<file path="src/core/dtbls_defines.svh">
// constants for the data transfer bus byte lane selector
`ifndef DTBLS_DEFINES_SVH
`define DTBLS_DEFINES_SVH

// clock period in ns
`define DTBLS_CLK_NS 5
// least settle time of the lane select lines, ns
`define DTBLS_SETTLE_NS 20
// settle count, rounded up to whole cycles
`define DTBLS_SETTLE_CYC \
  ((`DTBLS_SETTLE_NS + `DTBLS_CLK_NS - 1) / `DTBLS_CLK_NS)
// bus timer limit in us and in cycles (rounded down)
`define DTBLS_BTO_US 64
`define DTBLS_BTO_CYC ((`DTBLS_BTO_US * 1000) / `DTBLS_CLK_NS)

// byte lane masks, bit n is byte location n
`define DTBLS_LANES_RST 4'h0
`define DTBLS_LANE_B0 4'h1
`define DTBLS_LANE_B1 4'h2
`define DTBLS_LANE_B2 4'h4
`define DTBLS_LANE_B3 4'h8
`define DTBLS_LANE_B01 4'h3
`define DTBLS_LANE_B23 4'hC
`define DTBLS_LANE_B02 4'h7
`define DTBLS_LANE_B13 4'hE
`define DTBLS_LANE_B12 4'h6
`define DTBLS_LANE_ALL 4'hF

`endif

</file>
<file path="src/core/dtbls_pkg.sv">
// types for the data transfer bus byte lane selector
package dtbls_pkg;

  // backplane lines seen by the slave, all low-true except a01/addr
  typedef struct packed {
    logic as_n;
    logic ds1_n;
    logic ds0_n;
    logic a01;
    logic lword_n;
    logic dtack_n;
    logic berr_n;
    logic [29:0] addr;
  } dtbls_pins_s;

  // block mode from the on-board address modifier decoder
  typedef enum logic [1:0] {
    BLK_NONE,
    BLK_BYTE,
    BLK_DBL
  } dtbls_blk_e;

  // on-board settings, same clock domain
  typedef struct packed {
    dtbls_blk_e blk;
    logic [29:0] mon_base;
    logic [29:0] mon_mask;
    logic [3:0] mon_lanes;
  } dtbls_cfg_s;

  // kind of the decoded transfer
  typedef enum logic [2:0] {
    CYC_NONE,
    CYC_SINGLE,
    CYC_DOUBLE,
    CYC_TRIPLE,
    CYC_QUAD,
    CYC_BLK_BYTE,
    CYC_BLK_DBL
  } dtbls_cyc_e;

  // transfer tracker states
  typedef enum logic [0:0] {
    ST_IDLE,
    ST_HOLD
  } dtbls_st_e;

endpackage : dtbls_pkg

</file>
<file path="src/core/dtbls_sync.sv">
// two-stage synchroniser with a settle detector
`timescale 1ns/1ps
module dtbls_sync #(
  parameter int W = 37,
  parameter int SETTLE = 4
) (
  // clock and reset
  input wire logic clk,
  input wire logic rstn,
  // raw and synchronised lines
  input wire logic [W-1:0] d,
  output logic [W-1:0] q,
  output logic stable
);
  logic [W-1:0] s1_reg;
  logic [W-1:0] s2_reg;
  logic [$clog2(SETTLE+1)-1:0] cnt_reg;

  // two flip-flops before any logic looks at the lines
  always_ff @(posedge clk) begin
    if (!rstn) begin
      s1_reg <= '1;
      s2_reg <= '1;
      q <= '1;
    end else begin
      s1_reg <= d;
      s2_reg <= s1_reg;
      q <= s2_reg;
    end
  end

  // count cycles since the lines last moved
  always_ff @(posedge clk) begin
    if (!rstn) begin
      cnt_reg <= '0;
      stable <= 1'b0;
    end else if (s2_reg != q) begin
      cnt_reg <= '0;
      stable <= 1'b0;
    end else if (cnt_reg != SETTLE[$clog2(SETTLE+1)-1:0]) begin
      cnt_reg <= cnt_reg + 1'b1;
      stable <= (cnt_reg == SETTLE[$clog2(SETTLE+1)-1:0] - 1'b1);
    end
  end
endmodule : dtbls_sync

</file>
<file path="src/core/dtbls_lane_select.sv">
// slave byte lane decoder, bus timer and location monitor
`timescale 1ns/1ps
`include "dtbls_defines.svh"

// Summary of operation
// - the two low address bits name byte 0, 1, 2 or 3 of a group.
// - both strobes, a01 and lword_n together pick one to four bytes.
// - address-only cycles keep both strobes high; no byte is picked.
// - ds1 low, ds0 high, lword high picks byte 0 or 2 by a01.
// - ds1 high, ds0 low, lword high picks byte 1 or 3 by a01.
// - both strobes low, lword high picks bytes 0-1 or 2-3 by a01.
// - all four lines low pick the whole group.
// - single-byte blocks hold lword high; strobes alternate per byte.
// - first block strobe names the start byte; a01 valid to first ack.
// - double-byte blocks keep both strobes low; a01 gives start pair.
// - double-byte block a01 valid only until first ack or bus error.
// - quad-byte blocks drive all four lines low each transfer.
// - single-byte read-modify-write uses single-byte levels.
// - double and quad read-modify-write use the plain transfer levels.
// - unaligned cycles with lword low pick bytes 0-2, 1-3 or 1-2.
// - the slave may treat both illegal combinations as bytes 1-2.
// - the slave decodes from settled levels, never from skew states.
// - the slave may take as long as it needs to answer.
// - a bus timer ends cycles that no slave answers.
// - a location monitor flags access to the bytes it watches.
module dtbls_lane_select #(
  parameter int SETTLE_CYC = `DTBLS_SETTLE_CYC,
  parameter int BTO_CYC = `DTBLS_BTO_CYC
) (
  // clock and reset
  input wire logic clk,
  input wire logic rstn,
  // backplane lines, asynchronous
  input wire dtbls_pkg::dtbls_pins_s bus_pins,
  // on-board settings
  input wire dtbls_pkg::dtbls_cfg_s cfg,
  // decoded transfer
  output logic [3:0] lane_en,
  output logic xfer_start,
  output logic xfer_active,
  output dtbls_pkg::dtbls_cyc_e cyc_kind,
  output logic [29:0] xfer_addr,
  output logic illegal_seen,
  // bus error line, open drain
  output logic berr_out,
  output logic berr_oe,
  // location monitor
  output logic mon_hit
);
  localparam int BW = $clog2(BTO_CYC + 1);

  dtbls_pkg::dtbls_pins_s sy;
  logic stable;
  dtbls_pkg::dtbls_st_e st_reg;
  logic first_reg;
  logic [1:0] ptr_reg;
  logic [BW-1:0] bt_cnt_reg;
  logic mon_chk_reg;
  logic as_act;
  logic ds_any;
  logic start_go;
  logic bt_run;
  logic [3:0] dec_lanes;
  logic [3:0] lanes_next;
  logic [1:0] cur_pos;
  logic [1:0] ptr_next;
  dtbls_pkg::dtbls_cyc_e kind_next;

  // lines pass three flops and a settle filter before decode
  dtbls_sync #(
    .W($bits(dtbls_pkg::dtbls_pins_s)),
    .SETTLE(SETTLE_CYC)
  ) u_sync (
    .clk(clk),
    .rstn(rstn),
    .d(bus_pins),
    .q(sy),
    .stable(stable)
  );

  // lane mask from the four select lines
  function automatic logic [3:0] decode_lanes(
    input logic ds1_n,
    input logic ds0_n,
    input logic a01,
    input logic lword_n
  );
    logic [3:0] m;
    m = `DTBLS_LANES_RST;
    if (ds1_n && ds0_n) begin
      m = `DTBLS_LANES_RST;
    end else if (lword_n) begin
      if (!ds1_n && ds0_n) begin
        m = a01 ? `DTBLS_LANE_B2 : `DTBLS_LANE_B0;
      end else if (ds1_n && !ds0_n) begin
        m = a01 ? `DTBLS_LANE_B3 : `DTBLS_LANE_B1;
      end else begin
        m = a01 ? `DTBLS_LANE_B23 : `DTBLS_LANE_B01;
      end
    end else if (a01) begin
      m = `DTBLS_LANE_B12;
    end else if (!ds1_n && !ds0_n) begin
      m = `DTBLS_LANE_ALL;
    end else if (!ds1_n) begin
      m = `DTBLS_LANE_B02;
    end else begin
      m = `DTBLS_LANE_B13;
    end
    return m;
  endfunction : decode_lanes

  // lowest byte position in a mask
  function automatic logic [1:0] low_pos(input logic [3:0] m);
    logic [1:0] p;
    p = 2'h0;
    if (m[0]) begin
      p = 2'h0;
    end else if (m[1]) begin
      p = 2'h1;
    end else if (m[2]) begin
      p = 2'h2;
    end else if (m[3]) begin
      p = 2'h3;
    end
    return p;
  endfunction : low_pos

  // number of bytes in a mask, as a transfer kind
  function automatic dtbls_pkg::dtbls_cyc_e size_kind(
    input logic [3:0] m
  );
    dtbls_pkg::dtbls_cyc_e k;
    case (m)
      `DTBLS_LANE_B0, `DTBLS_LANE_B1,
      `DTBLS_LANE_B2, `DTBLS_LANE_B3: k = dtbls_pkg::CYC_SINGLE;
      `DTBLS_LANE_B01, `DTBLS_LANE_B23,
      `DTBLS_LANE_B12: k = dtbls_pkg::CYC_DOUBLE;
      `DTBLS_LANE_B02, `DTBLS_LANE_B13: k = dtbls_pkg::CYC_TRIPLE;
      `DTBLS_LANE_ALL: k = dtbls_pkg::CYC_QUAD;
      default: k = dtbls_pkg::CYC_NONE;
    endcase
    return k;
  endfunction : size_kind

  // bus condition terms
  assign as_act = !sy.as_n;
  assign ds_any = !sy.ds1_n || !sy.ds0_n;
  assign start_go = (st_reg == dtbls_pkg::ST_IDLE) && as_act && ds_any &&
    stable;
  assign bt_run = as_act && ds_any && sy.dtack_n && sy.berr_n;
  // byte position bits equal the two low address bits
  assign dec_lanes = decode_lanes(sy.ds1_n, sy.ds0_n, sy.a01,
    sy.lword_n);

  // pick lanes: decoded on a first or plain transfer, stepped in blocks
  always_comb begin
    lanes_next = dec_lanes;
    kind_next = size_kind(dec_lanes);
    cur_pos = first_reg ? low_pos(dec_lanes) : ptr_reg;
    ptr_next = cur_pos;
    case (cfg.blk)
      dtbls_pkg::BLK_BYTE: begin
        // a01 counts only on the first transfer of the block
        if (!first_reg) begin
          lanes_next = 4'(`DTBLS_LANE_B0 << cur_pos);
        end
        ptr_next = cur_pos + 2'h1;
        kind_next = dtbls_pkg::CYC_BLK_BYTE;
      end
      dtbls_pkg::BLK_DBL: begin
        if (!first_reg) begin
          lanes_next = cur_pos[1] ? `DTBLS_LANE_B23 :
            `DTBLS_LANE_B01;
        end
        ptr_next = cur_pos + 2'h2;
        kind_next = dtbls_pkg::CYC_BLK_DBL;
      end
      default: begin
        // quad blocks and read-modify-write decode every transfer
        lanes_next = dec_lanes;
      end
    endcase
  end

  // transfer tracker: idle until settled strobes, hold until release
  always_ff @(posedge clk) begin
    if (!rstn) begin
      st_reg <= dtbls_pkg::ST_IDLE;
    end else begin
      case (st_reg)
        dtbls_pkg::ST_IDLE: begin
          if (start_go) begin
            st_reg <= dtbls_pkg::ST_HOLD;
          end
        end
        dtbls_pkg::ST_HOLD: begin
          if (!as_act || (!ds_any && stable)) begin
            st_reg <= dtbls_pkg::ST_IDLE;
          end
        end
        default: st_reg <= dtbls_pkg::ST_IDLE;
      endcase
    end
  end

  // first transfer flag: armed with address strobe high, ends at first ack
  always_ff @(posedge clk) begin
    if (!rstn) begin
      first_reg <= 1'b1;
    end else if (!as_act) begin
      first_reg <= 1'b1;
    end else if (!sy.dtack_n || !sy.berr_n) begin
      first_reg <= 1'b0;
    end
  end

  // next block byte position
  always_ff @(posedge clk) begin
    if (!rstn) begin
      ptr_reg <= 2'h0;
    end else if (start_go) begin
      ptr_reg <= ptr_next;
    end
  end

  // lane enables, kind and group address, held through the transfer
  always_ff @(posedge clk) begin
    if (!rstn) begin
      lane_en <= `DTBLS_LANES_RST;
      xfer_active <= 1'b0;
      cyc_kind <= dtbls_pkg::CYC_NONE;
      xfer_addr <= '0;
    end else if (start_go) begin
      lane_en <= lanes_next;
      xfer_active <= 1'b1;
      cyc_kind <= kind_next;
      xfer_addr <= sy.addr;
    end else if (st_reg == dtbls_pkg::ST_HOLD &&
        (!as_act || (!ds_any && stable))) begin
      lane_en <= `DTBLS_LANES_RST;
      xfer_active <= 1'b0;
      cyc_kind <= dtbls_pkg::CYC_NONE;
    end
  end

  // start pulse and settled-illegal flag
  always_ff @(posedge clk) begin
    if (!rstn) begin
      xfer_start <= 1'b0;
      illegal_seen <= 1'b0;
    end else begin
      xfer_start <= start_go;
      illegal_seen <= start_go && first_reg && !sy.lword_n && sy.a01 &&
        (sy.ds1_n != sy.ds0_n);
    end
  end

  // bus timer; no slave deadline below this long limit
  always_ff @(posedge clk) begin
    if (!rstn) begin
      bt_cnt_reg <= '0;
    end else if (bt_run && !berr_oe) begin
      bt_cnt_reg <= bt_cnt_reg + 1'b1;
    end else begin
      bt_cnt_reg <= '0;
    end
  end

  // drive bus error low once the limit is reached, until strobes rise
  always_ff @(posedge clk) begin
    if (!rstn) begin
      berr_oe <= 1'b0;
      berr_out <= 1'b0;
    end else begin
      berr_out <= 1'b0;
      if (bt_run && bt_cnt_reg == BW'(BTO_CYC - 1)) begin
        berr_oe <= 1'b1;
      end else if (!ds_any) begin
        berr_oe <= 1'b0;
      end
    end
  end

  // location monitor: compare group and lanes one cycle after start
  always_ff @(posedge clk) begin
    if (!rstn) begin
      mon_chk_reg <= 1'b0;
      mon_hit <= 1'b0;
    end else begin
      mon_chk_reg <= start_go;
      mon_hit <= mon_chk_reg &&
        (((xfer_addr ^ cfg.mon_base) & ~cfg.mon_mask) == 30'h0) &&
        ((lane_en & cfg.mon_lanes) != 4'h0);
    end
  end

  // lanes stay off while idle with both strobes high
  a_idle_lanes_off: assert property (
    @(posedge clk) disable iff (!rstn)
    st_reg == dtbls_pkg::ST_IDLE && sy.ds1_n && sy.ds0_n |=>
    lane_en == 4'h0 && !xfer_active)
    else $error("lane enables on outside a transfer");

  // quad select
  a_quad_decode: assert property (
    @(posedge clk) disable iff (!rstn)
    start_go && cfg.blk == dtbls_pkg::BLK_NONE && !sy.ds1_n &&
    !sy.ds0_n && !sy.a01 && !sy.lword_n |=> lane_en == 4'hF)
    else $error("quad select not decoded to all lanes");

  // both illegal combinations read as bytes 1-2
  a_illegal_mid: assert property (
    @(posedge clk) disable iff (!rstn)
    start_go && cfg.blk == dtbls_pkg::BLK_NONE && sy.a01 &&
    !sy.lword_n |=> lane_en == 4'h6 && cyc_kind == dtbls_pkg::CYC_DOUBLE)
    else $error("lword low with a01 high not decoded as bytes 1-2");

  // even single byte
  a_even_byte: assert property (
    @(posedge clk) disable iff (!rstn)
    start_go && cfg.blk == dtbls_pkg::BLK_NONE && !sy.ds1_n &&
    sy.ds0_n && sy.lword_n |=> lane_en == ($past(sy.a01) ? 4'h4 : 4'h1))
    else $error("even byte select wrong");

  // odd single byte
  a_odd_byte: assert property (
    @(posedge clk) disable iff (!rstn)
    start_go && cfg.blk == dtbls_pkg::BLK_NONE && sy.ds1_n &&
    !sy.ds0_n && sy.lword_n |=> lane_en == ($past(sy.a01) ? 4'h8 : 4'h2))
    else $error("odd byte select wrong");

  // no start while lines are still moving
  a_settle_wait: assert property (
    @(posedge clk) disable iff (!rstn)
    $changed(sy) |=> !xfer_start [*4])
    else $error("transfer started before lines settled");

  // bus timer fires on its last count
  a_timer_fire: assert property (
    @(posedge clk) disable iff (!rstn)
    bt_run && !berr_oe && bt_cnt_reg == BW'(BTO_CYC - 1) |=>
    berr_oe && !berr_out)
    else $error("bus timer did not drive bus error");

  // single-byte block steps one byte after the first transfer
  a_blk_step: assert property (
    @(posedge clk) disable iff (!rstn)
    start_go && !first_reg && cfg.blk == dtbls_pkg::BLK_BYTE |=>
    lane_en == 4'(4'h1 << $past(ptr_reg)) && ptr_reg == $past(ptr_reg) + 2'h1)
    else $error("single byte block did not step one lane");

  // monitor hit two cycles after a matching start
  a_mon_hit: assert property (
    @(posedge clk) disable iff (!rstn)
    start_go && (((sy.addr ^ cfg.mon_base) & ~cfg.mon_mask) == 30'h0) &&
    ((lanes_next & cfg.mon_lanes) != 4'h0) ##1 $stable(cfg) |=> mon_hit)
    else $error("location monitor missed a watched access");
endmodule : dtbls_lane_select

</file>
<file path="config.mk">
export PLATFORM = sky130hd
export DESIGN_NAME = dtbls_lane_select
export DESIGN_NICKNAME = d
export VERILOG_FILES = /design/src/core/dtbls_pkg.sv /design/src/core/dtbls_sync.sv /design/src/core/dtbls_lane_select.sv
export VERILOG_INCLUDE_DIRS = /design/src /design/src/core
export SDC_FILE = /design/constraint.sdc
export NUM_CORES = 1
export LEC_CHECK = 0
export ABC_AREA = 0
export ABC_CLOCK_PERIOD_IN_PS = 3400
export BUFFER_PORTS_ARGS = -buffer_cell sky130_fd_sc_hd__buf_2
export CORE_ASPECT_RATIO = 1.5
export CORE_MARGIN = 2
export CORE_UTILIZATION = 56
export CTS_BUF_LIST = sky130_fd_sc_hd__clkbuf_8
export DETAILED_ROUTE_END_ITERATION = 6
export HOLD_SLACK_MARGIN = 0.15
export PLACE_DENSITY_LB_ADDON = 0.1
export SLEW_MARGIN = 20
export SYNTH_ARGS = -nofsm -noshare
export SYNTH_HDL_FRONTEND = slang
export SYNTH_SLANG_ARGS = --single-unit
</file>
<file path="constraint.sdc">
create_clock -name clk -period 3.4 [get_ports clk]
set_clock_uncertainty 0.2 [all_clocks]
set_input_delay 0.51 -clock clk [delete_from_list [all_inputs] [get_ports clk]]
set_output_delay 0.51 -clock clk [all_outputs]
set_load 0.02 [all_outputs]
</file>
Word-level counts from Yosys, hierarchy flattened
Memories as Yosys holds them, arrays and structs flattened.
Index checks and enable logic that the tools add are counted.
- register bits: 175
- bits in read-only memories: 48
- input bits: 105
- output and inout port bits: 43
- logic and storage cells: 106
- memories: 1
- $add $sub $neg: 4
- equality and inequality tests: 8
- shift-type cells: 1
- muxes and demuxes: 32
- bitwise gates (word level): 6
- reduce and logical (&&, ||, !) cells: 37
- memories (memory ; depth ; width ; rd ports ; clocked after Yosys merged registers in ; write ports ; line ; source):
    (no name shown) ; 16 ; 3 ; 1 ; 0 ; 0 ; dtbls_lane_select.sv:133 ; case (m)
- operators by type and width (cell ; count):
    two-way mux 4 bit ; 14
    inequality test 37 bit ; 1
    AND 30 bit ; 1
    zero test 30 bit ; 1
    NOT 30 bit ; 1
    bitwise XOR 30 bit ; 1
    logical AND 1 bit ; 20
    adder 14 x 1 -> 14 bit, second input constant ; 1
    == test 14 bit, second input constant ; 1
    two-way mux 2 bit ; 5
    two-way mux 3 bit ; 3
    zero test 1 bit ; 8
    one-hot mux 4 bit (2 select lines) ; 1
    two-way mux 1 bit ; 6
    one-hot mux 3 bit (2 select lines) ; 1
    AND 4 bit ; 1
    one-hot mux 2 bit (2 select lines) ; 1
    nonzero test 4 bit ; 1
    OR reduction 2 bit ; 2
    left shift 1 x 2 -> 4 bit, first input constant ; 1
    adder 3 x 1 -> 3 bit, second input constant ; 1
    == test 3 x 2 -> 1 bit, second input constant ; 1
    logical OR 1 bit ; 3
    inequality test 3 bit, second input constant ; 1
    10 further kinds ; 11

Depth between registers and ports, before layout
- word-level depth: 15
- gate-level depth with buffers: 12
- depth with buffers taken out: 12

By module
From an unflattened synthesis, not the netlist that was laid out.
- cells, all modules: 689
- area total of the unflattened synthesis: 6735.2 µm²
- by module, submodules not included (module ; times used ; cells an instance ; area each (µm²) ; seq. area each (µm²)):
    dtbls_sync ; 1 ; 304 ; 3559.7 ; 2302.2
    dtbls_lane_select ; 1 ; 385 ; 3175.5 ; 1201.2

Worst setup path before layout
OpenSTA, ideal clock, no wires.
- kind: register to register
- start: register u_sync.q[34]
- end: register ptr_reg[1]
- data arrival time: 2.150 ns
- required time: 3.084 ns
- slack: 0.934 ns
- stages on the path, launching flop included: 11
- buffers on the path: 0
- cell sequence: dfxtp_1 -> inv_1 -> ha_1 -> nor2b_1 -> a211oi_1 -> nor3_1 -> mux2i_1 -> ha_1 -> a221oi_1 -> a211oi_1 -> a31o_2
- word-level cells in the longest chain between the ends: 13
- ends and longest elaborated chain (element ; line ; source):
    start, declared ; dtbls_sync.sv:12 ; output logic [W-1:0] q,
    start signal, assigned ; dtbls_sync.sv:28 ; q <= s2_reg;
    zero test 1 bit ; dtbls_lane_select.sv:95, dtbls_lane_select.sv:102, dtbls_lane_select.sv:147 ;
    logical AND 1 bit, on equally long branches ; dtbls_lane_select.sv:102, dtbls_lane_select.sv:95 ;
    two-way mux 4 bit, on equally long branches ; dtbls_lane_select.sv:102, dtbls_lane_select.sv:95 ;
    two-way mux 4 bit, on equally long branches ; dtbls_lane_select.sv:100, dtbls_lane_select.sv:93 ;
    two-way mux 4 bit ; dtbls_lane_select.sv:92 ; end else if (lword_n) begin
    two-way mux 4 bit ; dtbls_lane_select.sv:90 ; if (ds1_n && ds0_n) begin
    two-way mux 2 bit ; dtbls_lane_select.sv:122 ; end else if (m[3]) begin
    two-way mux 2 bit ; dtbls_lane_select.sv:120 ; end else if (m[2]) begin
    two-way mux 2 bit ; dtbls_lane_select.sv:118 ; end else if (m[1]) begin
    two-way mux 2 bit ; dtbls_lane_select.sv:116 ; if (m[0]) begin
    two-way mux 2 bit ; dtbls_lane_select.sv:159 ; cur_pos = first_reg ? low_pos(dec_lanes) : ptr_reg;
    adder 2 bit / adder 2 x 1 -> 2 bit (equally long branches) ; dtbls_lane_select.sv:175, dtbls_lane_select.sv:167 ;
    one-hot mux 2 bit (2 select lines) ; dtbls_lane_select.sv:161 ; case (cfg.blk)
    end signal, assigned ; dtbls_lane_select.sv:222 ; ptr_reg <= ptr_next;
    end, declared ; dtbls_lane_select.sv:56 ; logic [1:0] ptr_reg;
Several ways; a longest one is shown, not always the timed one.
A chain may end at the register's enable or synchronous reset.

Worst setup path in the final report
- start: register u_sync.q[35]
- end: register ptr_reg[1]
- word-level cells in the longest chain between the ends: 13
- ends and longest elaborated chain (element ; line ; source):
    zero test 1 bit ; -- ;
    logical AND 1 bit ; dtbls_lane_select.sv:102 ; end else if (!ds1_n && !ds0_n) begin
    two-way mux 4 bit ; dtbls_lane_select.sv:102 ;
    two-way mux 4 bit ; dtbls_lane_select.sv:100 ; end else if (a01) begin
    two-way mux 4 bit ; dtbls_lane_select.sv:92 ;
    two-way mux 4 bit ; dtbls_lane_select.sv:90 ;
    two-way mux 2 bit ; dtbls_lane_select.sv:122 ;
    two-way mux 2 bit ; dtbls_lane_select.sv:120 ;
    two-way mux 2 bit ; dtbls_lane_select.sv:118 ;
    two-way mux 2 bit ; dtbls_lane_select.sv:116 ;
    two-way mux 2 bit ; dtbls_lane_select.sv:159 ;
    adder 2 bit / adder 2 x 1 -> 2 bit (equally long branches) ; dtbls_lane_select.sv:175, dtbls_lane_select.sv:167 ;
    one-hot mux 2 bit (2 select lines) ; dtbls_lane_select.sv:161 ;
Several ways; a longest one is shown, not always the timed one.

==> parameters.txt <==
Parameter                              Value

Setup path
  Cell family with the largest share of critical-path delay    compound AO/OA/AOI/OAI gates
  Delay of the slowest critical-path stage    approximately 0.5 ns
  Worst path bufs/invs    1
  WP data required    3.55 ns
  Most Frequent Cell on Critical Path    sky130_fd_sc_hd__ha_1
  Top fanout value on the critical path    11
  Type of element capturing the critical path    register
  Worst path arrival time    between 2 and 3 ns
  Worst setup SP type    register
  Start-to-end type of the worst setup path    reg2reg
  Sequence of cells on the critical path    ha_1 > inv_1 > a41oi_1 > ha_1 > a221oi_1 > a211oi_1 > a31o_2
  Critical Path Slowest Stage Cell    sky130_fd_sc_hd__a41oi_1

Synthesis
  Proportion of synthesized chip area in sequential cells    51.5%
  Complex-gate fraction of the synthesized area    9.70%
  Flip-flop and latch count after synthesis    175
  Dominant synthesized flop cell    sky130_fd_sc_hd__dfxtp_1
  Xor/xnor share of the synthesized area    9.66%
  Yosys warnings    0
  Number of flops mapped to enable cells by yosys    0
  Mux share of post-synthesis cell area    less than 1%
  Average footprint of a synthesized cell    9.64 um2
  Post-synth cell types    48
  Main combinational cell family by area after synthesis    simple AND/OR/NAND/NOR gates
  Cell area after synthesis    ~0.0068 mm2
  Total nets after synthesis    827
  Post-Synth Adder-Cell Area    3.28%
  Synth Area in Simple Gates    between 20 and 25%
  Number of instances in the synthesized netlist    roughly 710
  Share of flip-flops with an asynchronous set or reset after synthesis    0%

Power and ir drop
  Total leakage power    0.00347 uW
  Net switching power    971 uW
  Net switching share of the total power    between 20% and 30%
  Maximum ir drop on the vdd rail    0.347 mV
  Combinational Power Share    7.5%
  Post-route total power    3790 uW
  Share of total power in sequential cells    56.2%
  Power density normalized to cell area    between 400 and 500 mW/mm2
  Share of total power in the clock network    between 30% and 40%
  Total internal power    2820 uW

Cells and area
  Number of fillers in the final layout    922
  Final cell count without fillers    approximately 1000
  Antenna diodes    0
  Reg area    0.00350 mm2
  Area overhead of the layout relative to synthesis    23.5%
  Share of final-layout standard cells stronger than drive strength 1    a little over a fifth
  Multi-input gate area    0.00307 mm2
  NumNets Final    1002
  Utilization after layout    70.6%

Clocking
  Buffer depth of the longest clock path    2
  Worst-path clk slew    around 0.1 ns
  Later-pin clock latency in the skew report    0.45 ns
  Number of buffers added by the clock tree synthesis step    17
  Post-cts repair resize count    0
  Root Buffer    sky130_fd_sc_hd__clkbuf_8
  Sinks on Clock Net    around 180
  H-tree depth reported by CTS    4
  Clock tree from TritonCTS    yes

STA
  Number of pins with negative max-slew slack in the final report    0
  Setup repair after global routing missed its margin    no
  Normalized max-slew margin    62.2%
  Max Fclk    between 300 and 400 MHz
  Total negative slack for setup checks    0 ns
  Final hold violation count    0
  Final count of negative-setup-slack endpoints    0
  Final worst-path cycle share    82.2%
  Min Clock Period, post-route    approximately 2.8 ns
  Worst slew pin tran    0.567 ns

Place
  Gp weighted congestion    0.822
  Count of placed standard cells including taps    976
  Count of buffers inserted at the top-level ports    146
  HPWL reported at the end of detailed placement    10800 um

Status
  Status    finished, final reports clean

Detailed routing
  Average wire per cell in the routed design    14.0 um
  Antenna Violating Nets Remaining    0
  Post-DR vias/cell    between 5 and 6
  Final routed DRC violation total    0
  DRT Wirelength    roughly 15000 um
  Initial DRT Pass Iterations    5
  Count of routing violations after the opening detailed-route iteration    164
  Total vias in the final route    around 5300

Floorplanning
  Floorplan Core Area    about 0.012 mm2
  Vertical die dimension    139 um
  Effective utilization at floorplan    approximately 57%
  Number of placed I/O pins    148
  Floorplan die area    0.0131 mm2
  Horizontal die dimension    about 94 um
  Row cnt    49

GRT
  Overall global routing resource usage    23.2%
  Vias in the first global route    5197
  Pin count of the biggest net entering global routing    66
  Overflow left after global routing    0
  Antenna violations before repair    0
  Wire length of the first global-routing pass    23800 um

Worst hold path
  Worst Hold Class    in2reg

Run
  Number of max-capacitance violations reported    0
final timing paths:
check / cells after the start / start / slack (ns) / end
max: 7 / u_sync.q[35] / 0.61 / ptr_reg[1]
min: 3 / cfg[26] / 0.19 / mon_hit
max reg2reg: 7 / u_sync.q[35] / 0.61 / ptr_reg[1]
min reg2reg: 1 / u_sync.s1_reg[36] / 0.21 / u_sync.s2_reg[36]
power by group through the flow:
stage          sequential [uW]  combinational, uW  clock (uW)
6_report                  2130                283        1380
4_1_cts                   2130                284        1410
5_1_grt                   2140                314        1500
3_5_place_dp              2180                249           0
2_1_floorplan             2170                161           0
3_3_place_gp              2170                243           0
cell type report:
type,instances,share of cell area [%]
Multi-Input combinational cell,474,36.5
Sequential cell,175,41.7
Inverter,24,1.07
Tap cell,153,2.28
Clock inverter,15,1.98
Clock buffer,17,2.79
Timing Repair Buffer,188,13.6
worst register-to-register path, stage by stage (launching register included):
cell and delay (ns):
sky130_fd_sc_hd__dfxtp_1 0.42, sky130_fd_sc_hd__ha_1 0.37, sky130_fd_sc_hd__inv_1 0.27, sky130_fd_sc_hd__a41oi_1 0.51, sky130_fd_sc_hd__ha_1 0.32, sky130_fd_sc_hd__a221oi_1 0.28
sky130_fd_sc_hd__a211oi_1 0.09, sky130_fd_sc_hd__a31o_2 0.23
through the flow:
stage,setup slack [ns],hold slack [ns],instance area (um2)
floorplan,0.934,0.186,6800
global placement,0.754,0.189,7610
detailed placement,0.649,0.194,7610
CTS,0.636,0.167,8400
global route,0.382,0.193,8400
finish,0.606,0.192,8400
routing by layer:
metal / vias up / track usage (%) / part of all wire [%]
met5: - / 0 / 0
met2: 148 / 41.9 / 52
met3: 30 / 4.24 / 4.7
li1: 2670 / - / -
met1: 2414 / 26.3 / 41
met4: 0 / 9.61 / 2.7
synthesized netlist by cell type, types with 3 or more instances:
| master | number | area, um2 |
|---|---|---|
| sky130_fd_sc_hd__buf_2 | 4 | 20.0 |
| sky130_fd_sc_hd__nor2_1 | 29 | 109 |
| sky130_fd_sc_hd__dfxtp_1 | 175 | 3500 |
| sky130_fd_sc_hd__inv_1 | 23 | 86.3 |
| sky130_fd_sc_hd__nand4_1 | 10 | 62.6 |
| sky130_fd_sc_hd__nand2_1 | 89 | 334 |
| sky130_fd_sc_hd__nand2b_1 | 112 | 701 |
| sky130_fd_sc_hd__nor3b_1 | 3 | 22.5 |
| sky130_fd_sc_hd__nand3_1 | 11 | 55.1 |
| sky130_fd_sc_hd__xor2_1 | 7 | 61.3 |
| sky130_fd_sc_hd__o21ai_0 | 7 | 35.0 |
| sky130_fd_sc_hd__nor2b_1 | 8 | 50.1 |
| sky130_fd_sc_hd__a211oi_1 | 3 | 22.5 |
| sky130_fd_sc_hd__a22o_1 | 3 | 26.3 |
| sky130_fd_sc_hd__a21boi_0 | 31 | 233 |
| sky130_fd_sc_hd__a22oi_1 | 3 | 22.5 |
| sky130_fd_sc_hd__a31oi_1 | 3 | 18.8 |
| sky130_fd_sc_hd__nor4_1 | 5 | 31.3 |
| sky130_fd_sc_hd__a21oi_1 | 11 | 55.1 |
| sky130_fd_sc_hd__o22ai_1 | 16 | 100 |
| sky130_fd_sc_hd__clkbuf_1 | 26 | 97.6 |
| sky130_fd_sc_hd__nor3_1 | 7 | 35.0 |
| sky130_fd_sc_hd__xnor2_1 | 68 | 596 |
| sky130_fd_sc_hd__ha_1 | 17 | 213 |
placed cells by master (no fill, tap or decap), types with 7 or more instances in the layout:
cell type	Yosys	final
sky130_fd_sc_hd__a21boi_0	31	31
sky130_fd_sc_hd__a21oi_1	11	11
sky130_fd_sc_hd__buf_2	4	145
sky130_fd_sc_hd__clkbuf_8	0	17
sky130_fd_sc_hd__dfxtp_1	175	175
sky130_fd_sc_hd__dlygate4sd3_1	0	38
sky130_fd_sc_hd__ha_1	17	17
sky130_fd_sc_hd__inv_1	23	23
sky130_fd_sc_hd__nand2_1	89	89
sky130_fd_sc_hd__nand2b_1	112	112
sky130_fd_sc_hd__nand3_1	11	11
sky130_fd_sc_hd__nand4_1	10	10
sky130_fd_sc_hd__nor2_1	29	29
sky130_fd_sc_hd__nor2b_1	8	8
sky130_fd_sc_hd__nor3_1	7	7
sky130_fd_sc_hd__o21ai_0	7	7
sky130_fd_sc_hd__o22ai_1	16	16
sky130_fd_sc_hd__xnor2_1	68	68
sky130_fd_sc_hd__xor2_1	7	7
repair_timing:
action / CTS / global route
hold buffers: 38 / 0
endpoints found under the setup margin: 0 / 0
endpoints found under the hold margin: 38 / 0
buffers inserted: 0 / 0
kinds of logic (layout without fill, tap and decap cells):
family,Yosys count,count (layout)
compound gates,93,93
xor+xnor,75,75
fa+ha+maj,18,18
buf+inv,56,244
flops,175,175
mux,4,4
other cells,1,1
simple gates,283,283
(Power assumes the default switching activity.)
